**config.mk**
```make
export PLATFORM = sky130hd
export DESIGN_NAME = mcet_trap_core
export DESIGN_NICKNAME = d
export VERILOG_FILES = /design/src/verilog/mcet_pkg.sv /design/src/verilog/mcet_stk_if.sv /design/src/verilog/mcet_stack_unit.sv /design/src/verilog/mcet_trap_core.sv
export SDC_FILE = /design/constraint.sdc
export NUM_CORES = 1
export LEC_CHECK = 0
export ABC_AREA = 0
export BUFFER_PORTS_ARGS = -buffer_cell sky130_fd_sc_hd__buf_4
export CORE_MARGIN = 3
export CORE_UTILIZATION = 43
export CTS_CLUSTER_DIAMETER = 150
export DETAILED_ROUTE_END_ITERATION = 16
export GPL_ROUTABILITY_DRIVEN = 0
export GPL_TIMING_DRIVEN = 0
export PLACE_DENSITY = 0.77
export SLEW_MARGIN = 20
export SYNTH_ARGS = -nofsm -noshare
export SYNTH_HDL_FRONTEND = slang
export SYNTH_HIERARCHICAL = 1
export SYNTH_SLANG_ARGS = --single-unit
```
**constraint.sdc**
```tcl
create_clock -name i_core_clk -period 3.4 [get_ports i_core_clk]
set_clock_uncertainty 0.15 [all_clocks]
set_input_delay 0.68 -clock i_core_clk [delete_from_list [all_inputs] [get_ports i_core_clk]]
set_output_delay 0.68 -clock i_core_clk [all_outputs]
set_load 0.01 [all_outputs]
```
**src/verilog/mcet_pkg.sv**
```systemverilog
// Constants and types of the microcode error trap block
// ----------------------------------------------------------------------
// How it works
// - Stack boundary op traps to location 0 at c1, pointer still moves
// - Lone pop: -1, underflow at 0; lone push: +1, overflow at 15
// - Both field pops: underflow at 0 or 1; all three keep pointer
// - Any buffer read while fill state is empty raises buffer-empty trap
// - Buffer-empty error in c1 cancels memory write of next cycle
// - Error in c1 traps at next c1; buffer-empty in c2/c3 runs one extra click first
// - Boot exit pulse traps to location 0 and is held as error code 1
// - Active-low clear strobe resets the just-handled error trap
// - Trap output forces next control-store address to bank 0, loc 0
// - Active-low code bits go to X bus 08/09 on misc or status read
// - Code 1 init, 2 stack, 3 buffer-empty, 0 unused; lower wins
// - Error traps cannot be masked and beat buffer refill traps
// - Trap clear also clears pending macroinstruction interrupt
// ----------------------------------------------------------------------
package mcet_pkg;
  // Stack pointer
  localparam int unsigned PTR_W = 4;
  localparam logic [PTR_W-1:0] PTR_TOP = 4'hf;
  localparam logic [PTR_W-1:0] PTR_BOTTOM = 4'h0;
  localparam logic [PTR_W-1:0] PTR_ONE = 4'h1;
  localparam logic [PTR_W-1:0] PTR_RST = 4'h0;
  // Buffer fill state encoding for empty
  localparam logic [1:0] FILL_EMPTY = 2'h0;
  // Error codes, lower value has priority
  localparam logic [1:0] CODE_NONE = 2'h0;
  localparam logic [1:0] CODE_INIT = 2'h1;
  localparam logic [1:0] CODE_STACK = 2'h2;
  localparam logic [1:0] CODE_IBEMPTY = 2'h3;
  // Next address width: bank bit plus 12-bit location
  localparam int unsigned NA_W = 13;
  localparam logic [NA_W-1:0] TRAP_ADDR = 13'h0000;
  // APB register map
  localparam int unsigned ADDR_W = 12;
  localparam logic [ADDR_W-1:0] REG_STATUS = 12'h000;
  localparam logic [ADDR_W-1:0] REG_MASK = 12'h004;
  localparam logic [ADDR_W-1:0] REG_TRAP = 12'h008;
  // Event bits in status and mask
  localparam int unsigned EVT_W = 3;
  localparam int unsigned EV_INIT = 0;
  localparam int unsigned EV_STACK = 1;
  localparam int unsigned EV_IB = 2;
  localparam logic [EVT_W-1:0] MASK_RST = 3'h0;
  // Trap info register fields
  localparam int unsigned TF_CODE = 0;
  localparam int unsigned TF_PEND = 2;
  localparam int unsigned TF_DEFER = 3;
  localparam int unsigned TF_PTR = 4;

  typedef enum logic [1:0] {
    PH_IDLE = 2'b00,
    PH_C1 = 2'b01,
    PH_C2 = 2'b10,
    PH_C3 = 2'b11
  } mcet_phase_e;

  typedef enum logic [1:0] {
    S_IDLE = 2'b00,
    S_ARMED = 2'b01,
    S_DEFER = 2'b10
  } mcet_sched_e;
endpackage

```
**src/verilog/mcet_stk_if.sv**
```systemverilog
// Interface between trap core and stack pointer unit
`timescale 1ns/1ps
interface mcet_stk_if;
  logic push;
  logic x_pop;
  logic z_pop;
  logic [mcet_pkg::PTR_W-1:0] ptr;
  logic bound_err;
  modport ctl (output push, output x_pop, output z_pop,
               input ptr, input bound_err);
  modport unit (input push, input x_pop, input z_pop,
                output ptr, output bound_err);
endinterface

```
**src/verilog/mcet_stack_unit.sv**
```systemverilog
// Operand stack pointer with overflow and underflow detection
`timescale 1ns/1ps
module mcet_stack_unit (
  input wire logic i_core_clk,
  input wire logic i_rstn,
  mcet_stk_if.unit stk
);
  logic [mcet_pkg::PTR_W-1:0] ptr_q;
  logic [mcet_pkg::PTR_W-1:0] ptr_d;
  logic err;
  logic at_top;
  logic at_bot;
  logic low_two;

  // ----------------------------------------------------------------
  // Next pointer and boundary check
  // ----------------------------------------------------------------
  always_comb begin
    at_top = (ptr_q == mcet_pkg::PTR_TOP);
    at_bot = (ptr_q == mcet_pkg::PTR_BOTTOM);
    low_two = at_bot || (ptr_q == mcet_pkg::PTR_ONE);
    ptr_d = ptr_q;
    err = 1'b0;
    case ({stk.push, stk.x_pop, stk.z_pop})
      3'b100: begin
        ptr_d = ptr_q + mcet_pkg::PTR_ONE;
        err = at_top;
      end
      3'b010, 3'b001: begin
        ptr_d = ptr_q - mcet_pkg::PTR_ONE;
        err = at_bot;
      end
      3'b110: err = at_top;
      3'b101: err = at_bot;
      // Two pops count double for underflow
      3'b011: begin
        ptr_d = ptr_q - mcet_pkg::PTR_ONE;
        err = low_two;
      end
      3'b111: err = low_two;
      default: ptr_d = ptr_q;
    endcase
  end

  // Pointer moves even when the op traps
  always_ff @(posedge i_core_clk or negedge i_rstn) begin
    if (!i_rstn) begin
      ptr_q <= mcet_pkg::PTR_RST;
    end else begin
      ptr_q <= ptr_d;
    end
  end

  assign stk.ptr = ptr_q;
  assign stk.bound_err = err;

  property p_push_top;
    @(posedge i_core_clk) disable iff (!i_rstn)
    ({stk.push, stk.x_pop, stk.z_pop} == 3'b100) && ptr_q == 4'hf
    |-> stk.bound_err ##1 ptr_q == 4'h0;
  endproperty
  a_push_top: assert property (p_push_top)
    else $error("push at top did not overflow and wrap");

  property p_pop_bottom;
    @(posedge i_core_clk) disable iff (!i_rstn)
    ({stk.push, stk.x_pop, stk.z_pop} == 3'b010) && ptr_q == 4'h0
    |-> stk.bound_err ##1 ptr_q == 4'hf;
  endproperty
  a_pop_bottom: assert property (p_pop_bottom)
    else $error("pop at bottom did not underflow and wrap");

  property p_triple;
    @(posedge i_core_clk) disable iff (!i_rstn)
    (stk.push && stk.x_pop && stk.z_pop)
    |-> (stk.bound_err == (ptr_q <= 4'h1)) ##1 $stable(ptr_q);
  endproperty
  a_triple: assert property (p_triple)
    else $error("triple op moved pointer or misjudged underflow");
endmodule // mcet_stack_unit

```
**src/verilog/mcet_trap_core.sv**
```systemverilog
// Error trap machine: detection, scheduling, code hold and APB access
`timescale 1ns/1ps
module mcet_trap_core (
  input wire logic i_core_clk,
  input wire logic i_rstn,
  // Micro-operation inputs
  input wire logic [1:0] i_click_phase,
  input wire logic i_push,
  input wire logic i_x_field_pop,
  input wire logic i_z_field_pop,
  input wire logic [1:0] i_buffer_fill_state,
  input wire logic i_buffer_byte_read,
  input wire logic i_buffer_read_no_advance,
  input wire logic i_buffer_low_nibble_read,
  input wire logic i_buffer_high_nibble_read,
  input wire logic i_memory_data_write,
  input wire logic i_refill_trap_req,
  input wire logic i_boot_exit_trap_n,
  input wire logic i_trap_clear_n,
  input wire logic i_misc_read_cmd,
  input wire logic i_interrupt_status_read_cmd,
  input wire logic [12:0] i_next_addr,
  // Sequencer and data path outputs
  output logic o_trap,
  output logic [12:0] o_next_addr,
  output logic o_refill_trap,
  output logic o_mdr_write,
  output logic o_macro_int_clear,
  output logic [1:0] o_xbus_err_n,
  output logic o_xbus_err_oe,
  output logic [3:0] o_operand_stack_ptr,
  output logic o_irq,
  // APB slave
  input wire logic i_psel,
  input wire logic i_penable,
  input wire logic i_pwrite,
  input wire logic [11:0] i_paddr,
  input wire logic [31:0] i_pwdata,
  output logic [31:0] o_prdata,
  output logic o_pready,
  output logic o_pslverr
);
  mcet_stk_if stk ();

  logic ib_err;
  logic init_evt;
  logic clr;
  logic [mcet_pkg::EVT_W-1:0] evt;
  mcet_pkg::mcet_phase_e ph;

  mcet_pkg::mcet_sched_e sched_q;
  mcet_pkg::mcet_sched_e sched_d;
  logic [1:0] code_q;
  logic [1:0] code_d;
  logic trap_q;
  logic trap_d;
  logic [12:0] na_q;
  logic [12:0] na_d;
  logic supp_q;
  logic supp_d;
  logic mdr_q;
  logic mdr_d;
  logic refill_q;
  logic refill_d;
  logic mint_q;
  logic mint_d;
  logic [1:0] xb_q;
  logic [1:0] xb_d;
  logic xoe_q;
  logic xoe_d;
  logic [3:0] ptr_q;

  logic [mcet_pkg::EVT_W-1:0] stat_q;
  logic [mcet_pkg::EVT_W-1:0] stat_d;
  logic [mcet_pkg::EVT_W-1:0] mask_q;
  logic [mcet_pkg::EVT_W-1:0] mask_d;
  logic irq_q;
  logic irq_d;
  logic [31:0] rdata_q;
  logic [31:0] rdata_d;
  logic rdy_q;
  logic rdy_d;
  logic err_q;
  logic err_d;

  // Lowest code among events wins
  function automatic logic [1:0] pick_code(
    input logic [mcet_pkg::EVT_W-1:0] e
  );
    logic [1:0] c;
    c = mcet_pkg::CODE_NONE;
    if (e[mcet_pkg::EV_INIT]) begin
      c = mcet_pkg::CODE_INIT;
    end else if (e[mcet_pkg::EV_STACK]) begin
      c = mcet_pkg::CODE_STACK;
    end else if (e[mcet_pkg::EV_IB]) begin
      c = mcet_pkg::CODE_IBEMPTY;
    end
    return c;
  endfunction

  function automatic logic map_hit(input logic [11:0] a);
    return (a == mcet_pkg::REG_STATUS) || (a == mcet_pkg::REG_MASK) ||
           (a == mcet_pkg::REG_TRAP);
  endfunction

  mcet_stack_unit u_stack (
    .i_core_clk(i_core_clk),
    .i_rstn(i_rstn),
    .stk(stk.unit)
  );

  // ----------------------------------------------------------------
  // Event detection
  // ----------------------------------------------------------------
  assign stk.push = i_push;
  assign stk.x_pop = i_x_field_pop;
  assign stk.z_pop = i_z_field_pop;
  assign ph = mcet_pkg::mcet_phase_e'(i_click_phase);
  assign ib_err = (i_buffer_byte_read || i_buffer_read_no_advance ||
                   i_buffer_low_nibble_read || i_buffer_high_nibble_read) &&
                  (i_buffer_fill_state == mcet_pkg::FILL_EMPTY);
  assign init_evt = !i_boot_exit_trap_n;
  assign clr = !i_trap_clear_n;
  assign evt = {ib_err, stk.bound_err, init_evt};

  // ----------------------------------------------------------------
  // Trap scheduling and code hold
  // ----------------------------------------------------------------
  // Trap fires at c3 so the registered output covers the next c1.
  always_comb begin
    logic [1:0] base;
    logic [1:0] cand;
    logic pend;
    logic defer;
    base = clr ? mcet_pkg::CODE_NONE : code_q;
    cand = pick_code(evt);
    pend = (!clr && sched_q != mcet_pkg::S_IDLE) || (|evt);
    defer = (!clr && sched_q == mcet_pkg::S_DEFER) ||
            (ib_err && ph != mcet_pkg::PH_C1);
    code_d = base;
    if (|evt && (base == mcet_pkg::CODE_NONE || cand < base)) begin
      code_d = cand;
    end
    trap_d = 1'b0;
    sched_d = mcet_pkg::S_IDLE;
    case ({pend, defer})
      2'b10: begin
        if (ph == mcet_pkg::PH_C3) begin
          trap_d = 1'b1;
        end else begin
          sched_d = mcet_pkg::S_ARMED;
        end
      end
      // Deferred trap lets one extra click run first
      2'b11: begin
        sched_d = (ph == mcet_pkg::PH_C3) ? mcet_pkg::S_ARMED
                                          : mcet_pkg::S_DEFER;
      end
      default: sched_d = mcet_pkg::S_IDLE;
    endcase
    na_d = trap_d ? mcet_pkg::TRAP_ADDR : i_next_addr;
    supp_d = ib_err && ph == mcet_pkg::PH_C1;
    mdr_d = i_memory_data_write && !supp_q;
    // Errors cannot be masked and cancel a refill trap
    refill_d = i_refill_trap_req && !trap_d && !pend;
    mint_d = clr;
    xoe_d = i_misc_read_cmd || i_interrupt_status_read_cmd;
    xb_d = ~code_q;
  end

  always_ff @(posedge i_core_clk or negedge i_rstn) begin
    if (!i_rstn) begin
      sched_q <= mcet_pkg::S_IDLE;
      code_q <= mcet_pkg::CODE_NONE;
      trap_q <= 1'b0;
      na_q <= mcet_pkg::TRAP_ADDR;
      supp_q <= 1'b0;
      mdr_q <= 1'b0;
      refill_q <= 1'b0;
      mint_q <= 1'b0;
      xb_q <= ~mcet_pkg::CODE_NONE;
      xoe_q <= 1'b0;
      ptr_q <= mcet_pkg::PTR_RST;
    end else begin
      sched_q <= sched_d;
      code_q <= code_d;
      trap_q <= trap_d;
      na_q <= na_d;
      supp_q <= supp_d;
      mdr_q <= mdr_d;
      refill_q <= refill_d;
      mint_q <= mint_d;
      xb_q <= xb_d;
      xoe_q <= xoe_d;
      ptr_q <= stk.ptr;
    end
  end

  // ----------------------------------------------------------------
  // APB registers and interrupt
  // ----------------------------------------------------------------
  // One wait state keeps read data and answer straight from flops.
  always_comb begin
    logic acc;
    logic wr;
    acc = i_psel && i_penable && rdy_q;
    wr = acc && i_pwrite && map_hit(i_paddr);
    rdy_d = i_psel && i_penable && !rdy_q;
    err_d = rdy_d && !map_hit(i_paddr);
    rdata_d = 32'h0000_0000;
    if (rdy_d && !i_pwrite) begin
      case (i_paddr)
        mcet_pkg::REG_STATUS: rdata_d[mcet_pkg::EVT_W-1:0] = stat_q;
        mcet_pkg::REG_MASK: rdata_d[mcet_pkg::EVT_W-1:0] = mask_q;
        mcet_pkg::REG_TRAP: begin
          rdata_d[mcet_pkg::TF_CODE +: 2] = code_q;
          rdata_d[mcet_pkg::TF_PEND] = (sched_q != mcet_pkg::S_IDLE);
          rdata_d[mcet_pkg::TF_DEFER] = (sched_q == mcet_pkg::S_DEFER);
          rdata_d[mcet_pkg::TF_PTR +: 4] = ptr_q;
        end
        default: rdata_d = 32'h0000_0000;
      endcase
    end
    mask_d = mask_q;
    stat_d = stat_q;
    if (wr && i_paddr == mcet_pkg::REG_MASK) begin
      mask_d = i_pwdata[mcet_pkg::EVT_W-1:0];
    end
    if (wr && i_paddr == mcet_pkg::REG_STATUS) begin
      stat_d = stat_q & ~i_pwdata[mcet_pkg::EVT_W-1:0];
    end
    // New event wins over a same-cycle clear
    stat_d = stat_d | evt;
    irq_d = |(stat_d & mask_d);
  end

  always_ff @(posedge i_core_clk or negedge i_rstn) begin
    if (!i_rstn) begin
      stat_q <= '0;
      mask_q <= mcet_pkg::MASK_RST;
      irq_q <= 1'b0;
      rdata_q <= 32'h0000_0000;
      rdy_q <= 1'b0;
      err_q <= 1'b0;
    end else begin
      stat_q <= stat_d;
      mask_q <= mask_d;
      irq_q <= irq_d;
      rdata_q <= rdata_d;
      rdy_q <= rdy_d;
      err_q <= err_d;
    end
  end

  assign o_trap = trap_q;
  assign o_next_addr = na_q;
  assign o_refill_trap = refill_q;
  assign o_mdr_write = mdr_q;
  assign o_macro_int_clear = mint_q;
  assign o_xbus_err_n = xb_q;
  assign o_xbus_err_oe = xoe_q;
  assign o_operand_stack_ptr = ptr_q;
  assign o_irq = irq_q;
  assign o_prdata = rdata_q;
  assign o_pready = rdy_q;
  assign o_pslverr = err_q;

  // ----------------------------------------------------------------
  // Checks
  // ----------------------------------------------------------------
  property p_stack_trap;
    @(posedge i_core_clk) disable iff (!i_rstn)
    (stk.bound_err && ph == mcet_pkg::PH_C1 && i_trap_clear_n &&
     sched_q == mcet_pkg::S_IDLE && !ib_err)
    ##1 (ph == mcet_pkg::PH_C2 && i_trap_clear_n && !ib_err)
    ##1 (ph == mcet_pkg::PH_C3 && i_trap_clear_n && !ib_err)
    |=> o_trap;
  endproperty
  a_stack_trap: assert property (p_stack_trap)
    else $error("stack error in c1 did not trap at next c1");

  property p_ib_code;
    @(posedge i_core_clk) disable iff (!i_rstn)
    ib_err |=> code_q != 2'h0 && stat_q[2];
  endproperty
  a_ib_code: assert property (p_ib_code)
    else $error("buffer read while empty not recorded");

  property p_mdr_cancel;
    @(posedge i_core_clk) disable iff (!i_rstn)
    (ib_err && ph == mcet_pkg::PH_C1) ##1 i_memory_data_write
    |=> !o_mdr_write;
  endproperty
  a_mdr_cancel: assert property (p_mdr_cancel)
    else $error("memory write not cancelled after c1 buffer error");

  property p_ib_defer;
    @(posedge i_core_clk) disable iff (!i_rstn)
    (ib_err && ph == mcet_pkg::PH_C2 && sched_q == mcet_pkg::S_IDLE &&
     i_trap_clear_n) ##1 (ph == mcet_pkg::PH_C3 && i_trap_clear_n)
    |=> !o_trap;
  endproperty
  a_ib_defer: assert property (p_ib_defer)
    else $error("late buffer error trapped without extra click");

  property p_init;
    @(posedge i_core_clk) disable iff (!i_rstn)
    !i_boot_exit_trap_n
    |=> code_q == mcet_pkg::CODE_INIT &&
        (sched_q != mcet_pkg::S_IDLE || o_trap);
  endproperty
  a_init: assert property (p_init)
    else $error("boot exit did not arm a code 1 trap");

  property p_clear;
    @(posedge i_core_clk) disable iff (!i_rstn)
    (!i_trap_clear_n && evt == 3'h0)
    |=> code_q == 2'h0 && sched_q == mcet_pkg::S_IDLE && o_macro_int_clear;
  endproperty
  a_clear: assert property (p_clear)
    else $error("clear strobe left trap state or interrupt");

  property p_addr;
    @(posedge i_core_clk) disable iff (!i_rstn)
    o_trap |-> o_next_addr == 13'h0000 && !o_refill_trap;
  endproperty
  a_addr: assert property (p_addr)
    else $error("trap did not force address zero");

  property p_xbus;
    @(posedge i_core_clk) disable iff (!i_rstn)
    (i_misc_read_cmd || i_interrupt_status_read_cmd)
    |=> o_xbus_err_oe && o_xbus_err_n == ~$past(code_q);
  endproperty
  a_xbus: assert property (p_xbus)
    else $error("error code not driven on read command");

  property p_refill;
    @(posedge i_core_clk) disable iff (!i_rstn)
    (i_refill_trap_req && |evt) |=> !o_refill_trap;
  endproperty
  a_refill: assert property (p_refill)
    else $error("refill trap not suppressed by error");

  property p_hold;
    @(posedge i_core_clk) disable iff (!i_rstn)
    (code_q != 2'h0 && i_trap_clear_n)
    |=> code_q != 2'h0 && code_q <= $past(code_q);
  endproperty
  a_hold: assert property (p_hold)
    else $error("held error code lost or lowered in priority");
endmodule // mcet_trap_core
```
; ---- Yosys cells after proc, flatten, opt, wreduce, memory -nomap -nowiden
; Cells that the tools add are included.
[word_totals]
ff_bits = 74
wordCells = 109
out_inout_bits = 59
[op_classes]
n_lt_le_gt_ge = 1
eq_ne = 17
mux = 18
addsub = 2
n_reduce_logical = 48
bitwise_logic = 5
[op_table]
columns = cell, n
row1 = 1-bit logical AND, 18
row2 = 13-bit 2-to-1 mux, 1
row3 = 12-bit by 3-bit equality test with 1-bit output (second input constant), 1
row4 = 12-bit by 4-bit equality test with 1-bit output (second input constant), 1
row5 = 3-bit equality test (second input constant), 4
row6 = 12-bit zero test, 1
row7 = 2-bit 2-to-1 mux, 6
row8 = 3-bit OR reduction, 4
row9 = 1-bit logical OR, 10
row10 = 3-bit case mux with 3 select lines, 1
row11 = 2-bit equality test (second input constant), 4
row12 = 1-bit zero test, 8
row13 = 8-bit 2-to-1 mux, 1
row14 = 4-bit case mux with 2 select lines, 1
row15 = 3-bit AND, 2
row16 = 3-bit by 2-bit equality test with 1-bit output (second input constant), 2
row17 = 3-bit 2-to-1 mux, 2
row18 = 5-bit 2-to-1 mux, 1
row19 = 4-bit by 1-bit adder with 4-bit output (second input constant), 1
row20 = 4-bit by 1-bit equality test with 1-bit output (second input constant), 1
row21 = 4-bit equality test (second input constant), 1
row22 = 2-bit zero test, 2
row23 = 4-bit zero test, 1
row24 = 2-bit case mux with 2 select lines, 1
row25 = 12 further kinds, 16

; ---- Longest topological paths before layout
[logic_depth]
word_depth = 11
depth_mapped = 13

; ---- Modules after synthesis
; Netlist, hierarchy kept.
[modules_own_cells]
columns = mod, cells_per_inst, area_per_inst_um2, seq_area_each_um2, instances
row1 = mcet_trap_core, 165, 1950.6, 1153.6, 1
row2 = mcet_stack_unit, 33, 339.1, 100.1, 1

; ---- Least setup slack after synthesis
; OpenSTA, ideal clock, no wires.
[synth_timing]
path_type = input to register
start = in i_paddr[9]
end = reg irq_q, in the netlist o_irq
path_stages = 5
arrival_time_ns = 2.363
setup_slack_ns = 0.761
n_path_buf = 0
cell_sequence = or4_4 -> nor4_2 -> mux2_2 -> and2_1 -> a221o_1
[synth_between]
word_cells_on_any_way = 13
classes_between = eq/ne (2) / mux (2) / bitwise (2) / reduce/logical (7)
[synth_rtl]
columns = item, line_no
row1 = from (decl), mcet_trap_core.sv:37  ; input wire logic [11:0] i_paddr,
row2 = 12-bit by 3-bit equality test with 1-bit output or 12-bit zero test (tied branches), "mcet_trap_core.sv:103, mcet_trap_core.sv:227"
row3 = 1-bit logical OR (2 in a row), mcet_trap_core.sv:103  ; return (a == mcet_pkg::REG_STATUS) || (a == mcet_pkg::REG_MASK) ||
row4 = 1-bit logical AND, mcet_trap_core.sv:208  ; wr = acc && i_pwrite && map_hit(i_paddr);
row5 = 1-bit logical AND (*), mcet_trap_core.sv:227  ; if (wr && i_paddr == mcet_pkg::REG_MASK) begin
row6 = 3-bit 2-to-1 mux (*), mcet_trap_core.sv:227
row7 = "net mask_d, one bit", mcet_trap_core.sv:76  ; logic [mcet_pkg::EVT_W-1:0] mask_d;
row8 = 3-bit AND (*), mcet_trap_core.sv:235  ; irq_d = |(stat_d & mask_d);
row9 = 3-bit OR reduction (*), mcet_trap_core.sv:235
row10 = net irq_d, mcet_trap_core.sv:78  ; logic irq_d;
row11 = to (signal assigned), mcet_trap_core.sv:249  ; irq_q <= irq_d;
row12 = to (decl), mcet_trap_core.sv:77  ; logic irq_q;
; The timed path passes the listed nets; every way through them passes the cells marked *.
; A chain may end at the register's enable or synchronous reset.

; ---- Worst setup path after layout
[layout_timing]
start = reg u_stack.ptr_q (netlist bit u_stack/stk.ptr[1])
end = reg code_q[1]
[layout_between]
elab_chain_cells = 9
word_cells_on_any_way = 12
classes_between = order compare (1) / eq/ne (2) / mux (4) / reduce/logical (5)
[layout_lines]
columns = item, line_no
row1 = from (decl), mcet_stack_unit.sv:8  ; logic [mcet_pkg::PTR_W-1:0] ptr_q;
row2 = from (signal assigned), mcet_stack_unit.sv:48  ; ptr_q <= mcet_pkg::PTR_RST;
row3 = from (signal assigned), mcet_stack_unit.sv:50  ; ptr_q <= ptr_d;
row4 = 4-bit by 1-bit equality test with 1-bit output or 4-bit zero test (tied branches), "mcet_stack_unit.sv:21, mcet_stack_unit.sv:20"
row5 = 1-bit logical OR, mcet_stack_unit.sv:21  ; low_two = at_bot || (ptr_q == mcet_pkg::PTR_ONE);
row6 = 1-bit case mux with 3 select lines (*), mcet_stack_unit.sv:24  ; case ({stk.push, stk.x_pop, stk.z_pop})
row7 = net stk.bound_err, mcet_stk_if.sv:8  ; logic bound_err;
row8 = 2-bit 2-to-1 mux, mcet_trap_core.sv:94  ; end else if (e[mcet_pkg::EV_STACK]) begin
row9 = 2-bit 2-to-1 mux, mcet_trap_core.sv:92  ; if (e[mcet_pkg::EV_INIT]) begin
row10 = 2-bit less-than comparator, mcet_trap_core.sv:142  ; if (|evt && (base == mcet_pkg::CODE_NONE || cand < base)) begin
row11 = 1-bit logical OR, mcet_trap_core.sv:142
row12 = 1-bit logical AND, mcet_trap_core.sv:142
row13 = 2-bit 2-to-1 mux (*), mcet_trap_core.sv:142
row14 = net code_d[1], mcet_trap_core.sv:54  ; logic [1:0] code_d;
row15 = to (signal assigned), mcet_trap_core.sv:175  ; code_q <= mcet_pkg::CODE_NONE;
row16 = to (signal assigned), mcet_trap_core.sv:187  ; code_q <= code_d;
row17 = to (decl), mcet_trap_core.sv:53  ; logic [1:0] code_q;
; Marks and branches as above.

==> run_summary.xml <==
<?xml version="1.0" encoding="UTF-8"?>
<metrics>
  <group name="worst_hold_path">
    <metric name="hold_class" unit="">input port to asynchronous set/reset pin</metric>
  </group>
  <group name="die">
    <metric name="ios" unit="">138</metric>
    <metric name="dieArea" unit="um2">6240</metric>
    <metric name="initial_core_util" unit="">0.463</metric>
    <metric name="fp-row-count" unit="">25</metric>
    <metric name="die_w" unit="um">79.0</metric>
    <metric name="die_h" unit="um">79.0</metric>
    <metric name="fp.coreArea" unit="um2">4940</metric>
  </group>
  <group name="layout">
    <metric name="drive_above_1_share" unit="">0.428</metric>
    <metric name="number_of_nets_at_the_end_of_the_flow" unit="">394</metric>
    <metric name="leading_cell_types_in_the_layout_fill_and_taps_excluded" unit="">sky130_fd_sc_hd__buf_4 (106), sky130_fd_sc_hd__dfrtp_1 (48), sky130_fd_sc_hd__conb_1 (24)</metric>
    <metric name="layout_commonest_cell" unit="">sky130_fd_sc_hd__buf_4</metric>
    <metric name="antenna_cells" unit="">0</metric>
    <metric name="areaGrowthSynthToFinish" unit="%">39.0</metric>
    <metric name="fillCellCount" unit="">415</metric>
    <metric name="post-route-util" unit="">0.644</metric>
    <metric name="finish.instance_area" unit="um2">3180</metric>
  </group>
  <group name="outcome">
    <metric name="result_of_the_run" unit="">complete, no violations</metric>
  </group>
  <group name="sta">
    <metric name="setup_violations" unit="">0</metric>
    <metric name="final.period_utilization" unit="">0.809</metric>
    <metric name="rsz0062_at_grt" unit="">no</metric>
    <metric name="drv_slew" unit="">0</metric>
    <metric name="timing.setup.tns" unit="ps">0</metric>
    <metric name="worstMarginPinSlew" unit="ps">591</metric>
    <metric name="slew_headroom" unit="">0.606</metric>
    <metric name="finalHoldViolations" unit="">0</metric>
    <metric name="max_freq" unit="MHz">364</metric>
    <metric name="period_needed" unit="ps">2750</metric>
  </group>
  <group name="setup_path">
    <metric name="reg2reg_from" unit="">u_stack/stk.ptr[1]</metric>
    <metric name="worst-r2r-cell-count" unit="">13</metric>
    <metric name="timing.critical_path.required" unit="ps">3470</metric>
    <metric name="critPathLaunchType" unit="">register</metric>
    <metric name="setup.worst_path.end_class" unit="">register</metric>
    <metric name="worst-endpoint-arrival" unit="ps">2820</metric>
    <metric name="critical_path.max_fanout" unit="">6</metric>
    <metric name="worstSetupPathType" unit="">register to register</metric>
    <metric name="r2r_end" unit="">code_q[1]</metric>
    <metric name="timing.reg2reg.setup_slack" unit="ps">650</metric>
  </group>
  <group name="logic_synthesis">
    <metric name="synth_cell_type_count" unit="">48</metric>
    <metric name="synth_top_cells_by_area" unit="">sky130_fd_sc_hd__dfrtp_1 (52%), sky130_fd_sc_hd__buf_4 (7.9%), sky130_fd_sc_hd__and2_1 (4.9%)</metric>
    <metric name="register_bit_total_from_synthesis" unit="">50</metric>
    <metric name="yosys.area.top_type" unit="">sky130_fd_sc_hd__dfrtp_1</metric>
    <metric name="ys_async_sr_fraction" unit="">1.00</metric>
    <metric name="seq_area_frac_synth" unit="">0.548</metric>
    <metric name="synth.cell_area" unit="um2">2290</metric>
    <metric name="synth_edf_count" unit="">0</metric>
    <metric name="synth_top_area_share" unit="">0.525</metric>
    <metric name="postSynthAreaPerCell" unit="um2">11.6</metric>
    <metric name="yosys_warnings" unit="">6</metric>
    <metric name="netlist_instances" unit="">198</metric>
    <metric name="dominantRegCellSynth" unit="">sky130_fd_sc_hd__dfrtp_1</metric>
  </group>
  <group name="grt">
    <metric name="grt_start_max_net_pins" unit="">51</metric>
    <metric name="grt_antenna_before_repair" unit="">0</metric>
    <metric name="gr-usage-all-layers" unit="">0.153</metric>
    <metric name="grt_pass1_wl" unit="mm">7.50</metric>
    <metric name="grt_pass1_vias" unit="">1711</metric>
    <metric name="grt_overflow_total" unit="">0</metric>
  </group>
  <group name="drt">
    <metric name="detailedRoute.firstPassIterationCount" unit="">6</metric>
    <metric name="drtAntennaViolNets" unit="">0</metric>
    <metric name="vias" unit="">1714</metric>
    <metric name="drc" unit="">0</metric>
    <metric name="ratio_of_routed_vias_to_standard_cells" unit="">4.53</metric>
    <metric name="drt-total-wl" unit="mm">4.62</metric>
    <metric name="drtIter0Drc" unit="">80</metric>
    <metric name="wl_per_cell" unit="um">12.2</metric>
  </group>
  <group name="clock_network">
    <metric name="clk_pin_slew_worst_paths" unit="ps">80</metric>
    <metric name="cts-hold-fix-buffers" unit="">0</metric>
    <metric name="cts.sinks" unit="">50</metric>
    <metric name="cts-buffers-inserted" unit="">5</metric>
    <metric name="post_cts_buffers" unit="">0</metric>
    <metric name="tritoncts" unit="">built</metric>
    <metric name="cts-htree-levels" unit="">2</metric>
    <metric name="clk_latency" unit="ps">300</metric>
    <metric name="clk_root_buf" unit="">sky130_fd_sc_hd__clkbuf_8</metric>
    <metric name="clock_tree.buffer_depth" unit="">2</metric>
    <metric name="post_cts.resized_instances" unit="">0</metric>
  </group>
  <group name="placement">
    <metric name="hpwl" unit="mm">3.65</metric>
    <metric name="placed_area" unit="um2">3080</metric>
    <metric name="io_buf_count" unit="">82</metric>
  </group>
  <group name="job">
    <metric name="max_cap_viol_count" unit="">0</metric>
  </group>
  <group name="power">
    <metric name="cellPowerDensity" unit="nW/um2">491</metric>
    <metric name="p_leak" unit="nW">1.60</metric>
    <metric name="irDropWorstVdd" unit="uV">228</metric>
  </group>
</metrics>
-- synthesized netlist by cell type (2+ instances only) --
| cell type | instances |
|---|---|
| sky130_fd_sc_hd__a21oi_1 | 3 |
| sky130_fd_sc_hd__a22oi_1 | 4 |
| sky130_fd_sc_hd__a31oi_1 | 4 |
| sky130_fd_sc_hd__and2_1 | 18 |
| sky130_fd_sc_hd__buf_4 | 24 |
| sky130_fd_sc_hd__clkbuf_1 | 2 |
| sky130_fd_sc_hd__dfrtp_1 | 48 |
| sky130_fd_sc_hd__dfstp_2 | 2 |
| sky130_fd_sc_hd__ha_1 | 5 |
| sky130_fd_sc_hd__inv_1 | 10 |
| sky130_fd_sc_hd__mux2_2 | 5 |
| sky130_fd_sc_hd__nand2_1 | 7 |
| sky130_fd_sc_hd__nand3_1 | 3 |
| sky130_fd_sc_hd__nand4_1 | 3 |
| sky130_fd_sc_hd__nor2_1 | 12 |
| sky130_fd_sc_hd__nor2b_1 | 3 |
| sky130_fd_sc_hd__nor3_1 | 2 |
| sky130_fd_sc_hd__nor4_1 | 3 |
| sky130_fd_sc_hd__nor4_2 | 3 |
| sky130_fd_sc_hd__o21ai_0 | 5 |
| sky130_fd_sc_hd__or3_1 | 2 |
| sky130_fd_sc_hd__or4_4 | 2 |
| sky130_fd_sc_hd__xnor2_1 | 3 |
-- metal layers --
metal,vias up,global-route usage,part of all wire
li1,857,-,-
met2,90,0.250,0.46
met1,760,0.193,0.43
met4,0,0.0515,0.014
met5,-,0,0
met3,7,0.0454,0.091
-- how the worst max path moves through the flow --
stage	start	to	slack, ps	cells past startpoint
after detailed placement	i_push	code_q[1]	520	13
after global routing	u_stack/stk.ptr[1]	code_q[1]	400	13
final	u_stack/stk.ptr[1]	code_q[1]	650	13
after global placement	i_paddr[9]	o_irq	560	6
after floorplan	i_paddr[9]	o_irq	760	5
after CTS	u_stack/stk.ptr[1]	code_q[1]	660	13
-- through the flow --
stage | power [mW] | worst slack (ps) | hold WS (ps) | std cells
2_1_floorplan | 0.998 | 761 | 228 | 221
3_3_place_gp | 1.17 | 556 | 233 | 370
3_5_place_dp | 1.18 | 519 | 237 | 370
4_1_cts | 1.58 | 658 | 247 | 378
5_1_grt | 1.66 | 397 | 256 | 378
6_report | 1.56 | 649 | 238 | 378
-- state kept, by name, summed over array words and instances (netlist names), 2 cells and up --
name	cells
mask_q	3
o_operand_stack_ptr	4
o_prdata	8
u_stack/stk.ptr	4
o_next_addr	13
code_q	2
sched_q	2
o_xbus_err_n	2
stat_q	3
-- cell families (layout without fill, tap and decap cells) --
| logic type | count (synthesis) | after routing | synth area share |
|---|---|---|---|
| AND/OR/NAND/NOR | 69 | 69 | 0.194 |
| flip-flops | 50 | 50 | 0.548 |
| buffers and inverters | 37 | 127 | 0.101 |
| AO/OA/AOI/OAI | 26 | 26 | 0.0842 |
| adder cells (fa/ha/maj) | 6 | 6 | 0.0322 |
| multiplexers | 5 | 5 | 0.0246 |
| XOR/XNOR | 4 | 4 | 0.0153 |
| other | 1 | 24 | 0.00164 |
-- report_power, final --
| part | total (mW) | switching [mW] | internal [mW] | leakage (nW) |
|---|---|---|---|---|
| combinational | 0.409 | 0.192 | 0.217 | 0.930 |
| sequential | 0.757 | 0.0698 | 0.687 | 0.614 |
| clock | 0.396 | 0.176 | 0.220 | 0.0524 |
-- layout make-up --
type,instances,area [um2],area share
Inverter,10,37.5,0.0118
Clock inverter,1,30.0,0.00944
Multi-Input combinational cell,134,892,0.280
Timing Repair Buffer,82,616,0.193
Sequential cell,50,1250,0.394
Clock buffer,7,76.3,0.0240
Tap cell,67,83.8,0.0263
Buffer,27,193,0.0606
-- critical path: stages, from the launching register on --
cell                       delay [ps]
sky130_fd_sc_hd__dfrtp_1          440
sky130_fd_sc_hd__inv_1            150
sky130_fd_sc_hd__ha_1             160
sky130_fd_sc_hd__nand3_1           70
sky130_fd_sc_hd__a211o_1          280
sky130_fd_sc_hd__o21ai_0          210
sky130_fd_sc_hd__inv_1            110
sky130_fd_sc_hd__a21boi_0         200
sky130_fd_sc_hd__ha_1             270
sky130_fd_sc_hd__o22ai_1          140
sky130_fd_sc_hd__nor2_1            80
sky130_fd_sc_hd__o31ai_1          110
sky130_fd_sc_hd__o21ai_0          140
sky130_fd_sc_hd__a21oi_1          160
Note: power is estimated with default switching activity, not from simulation.
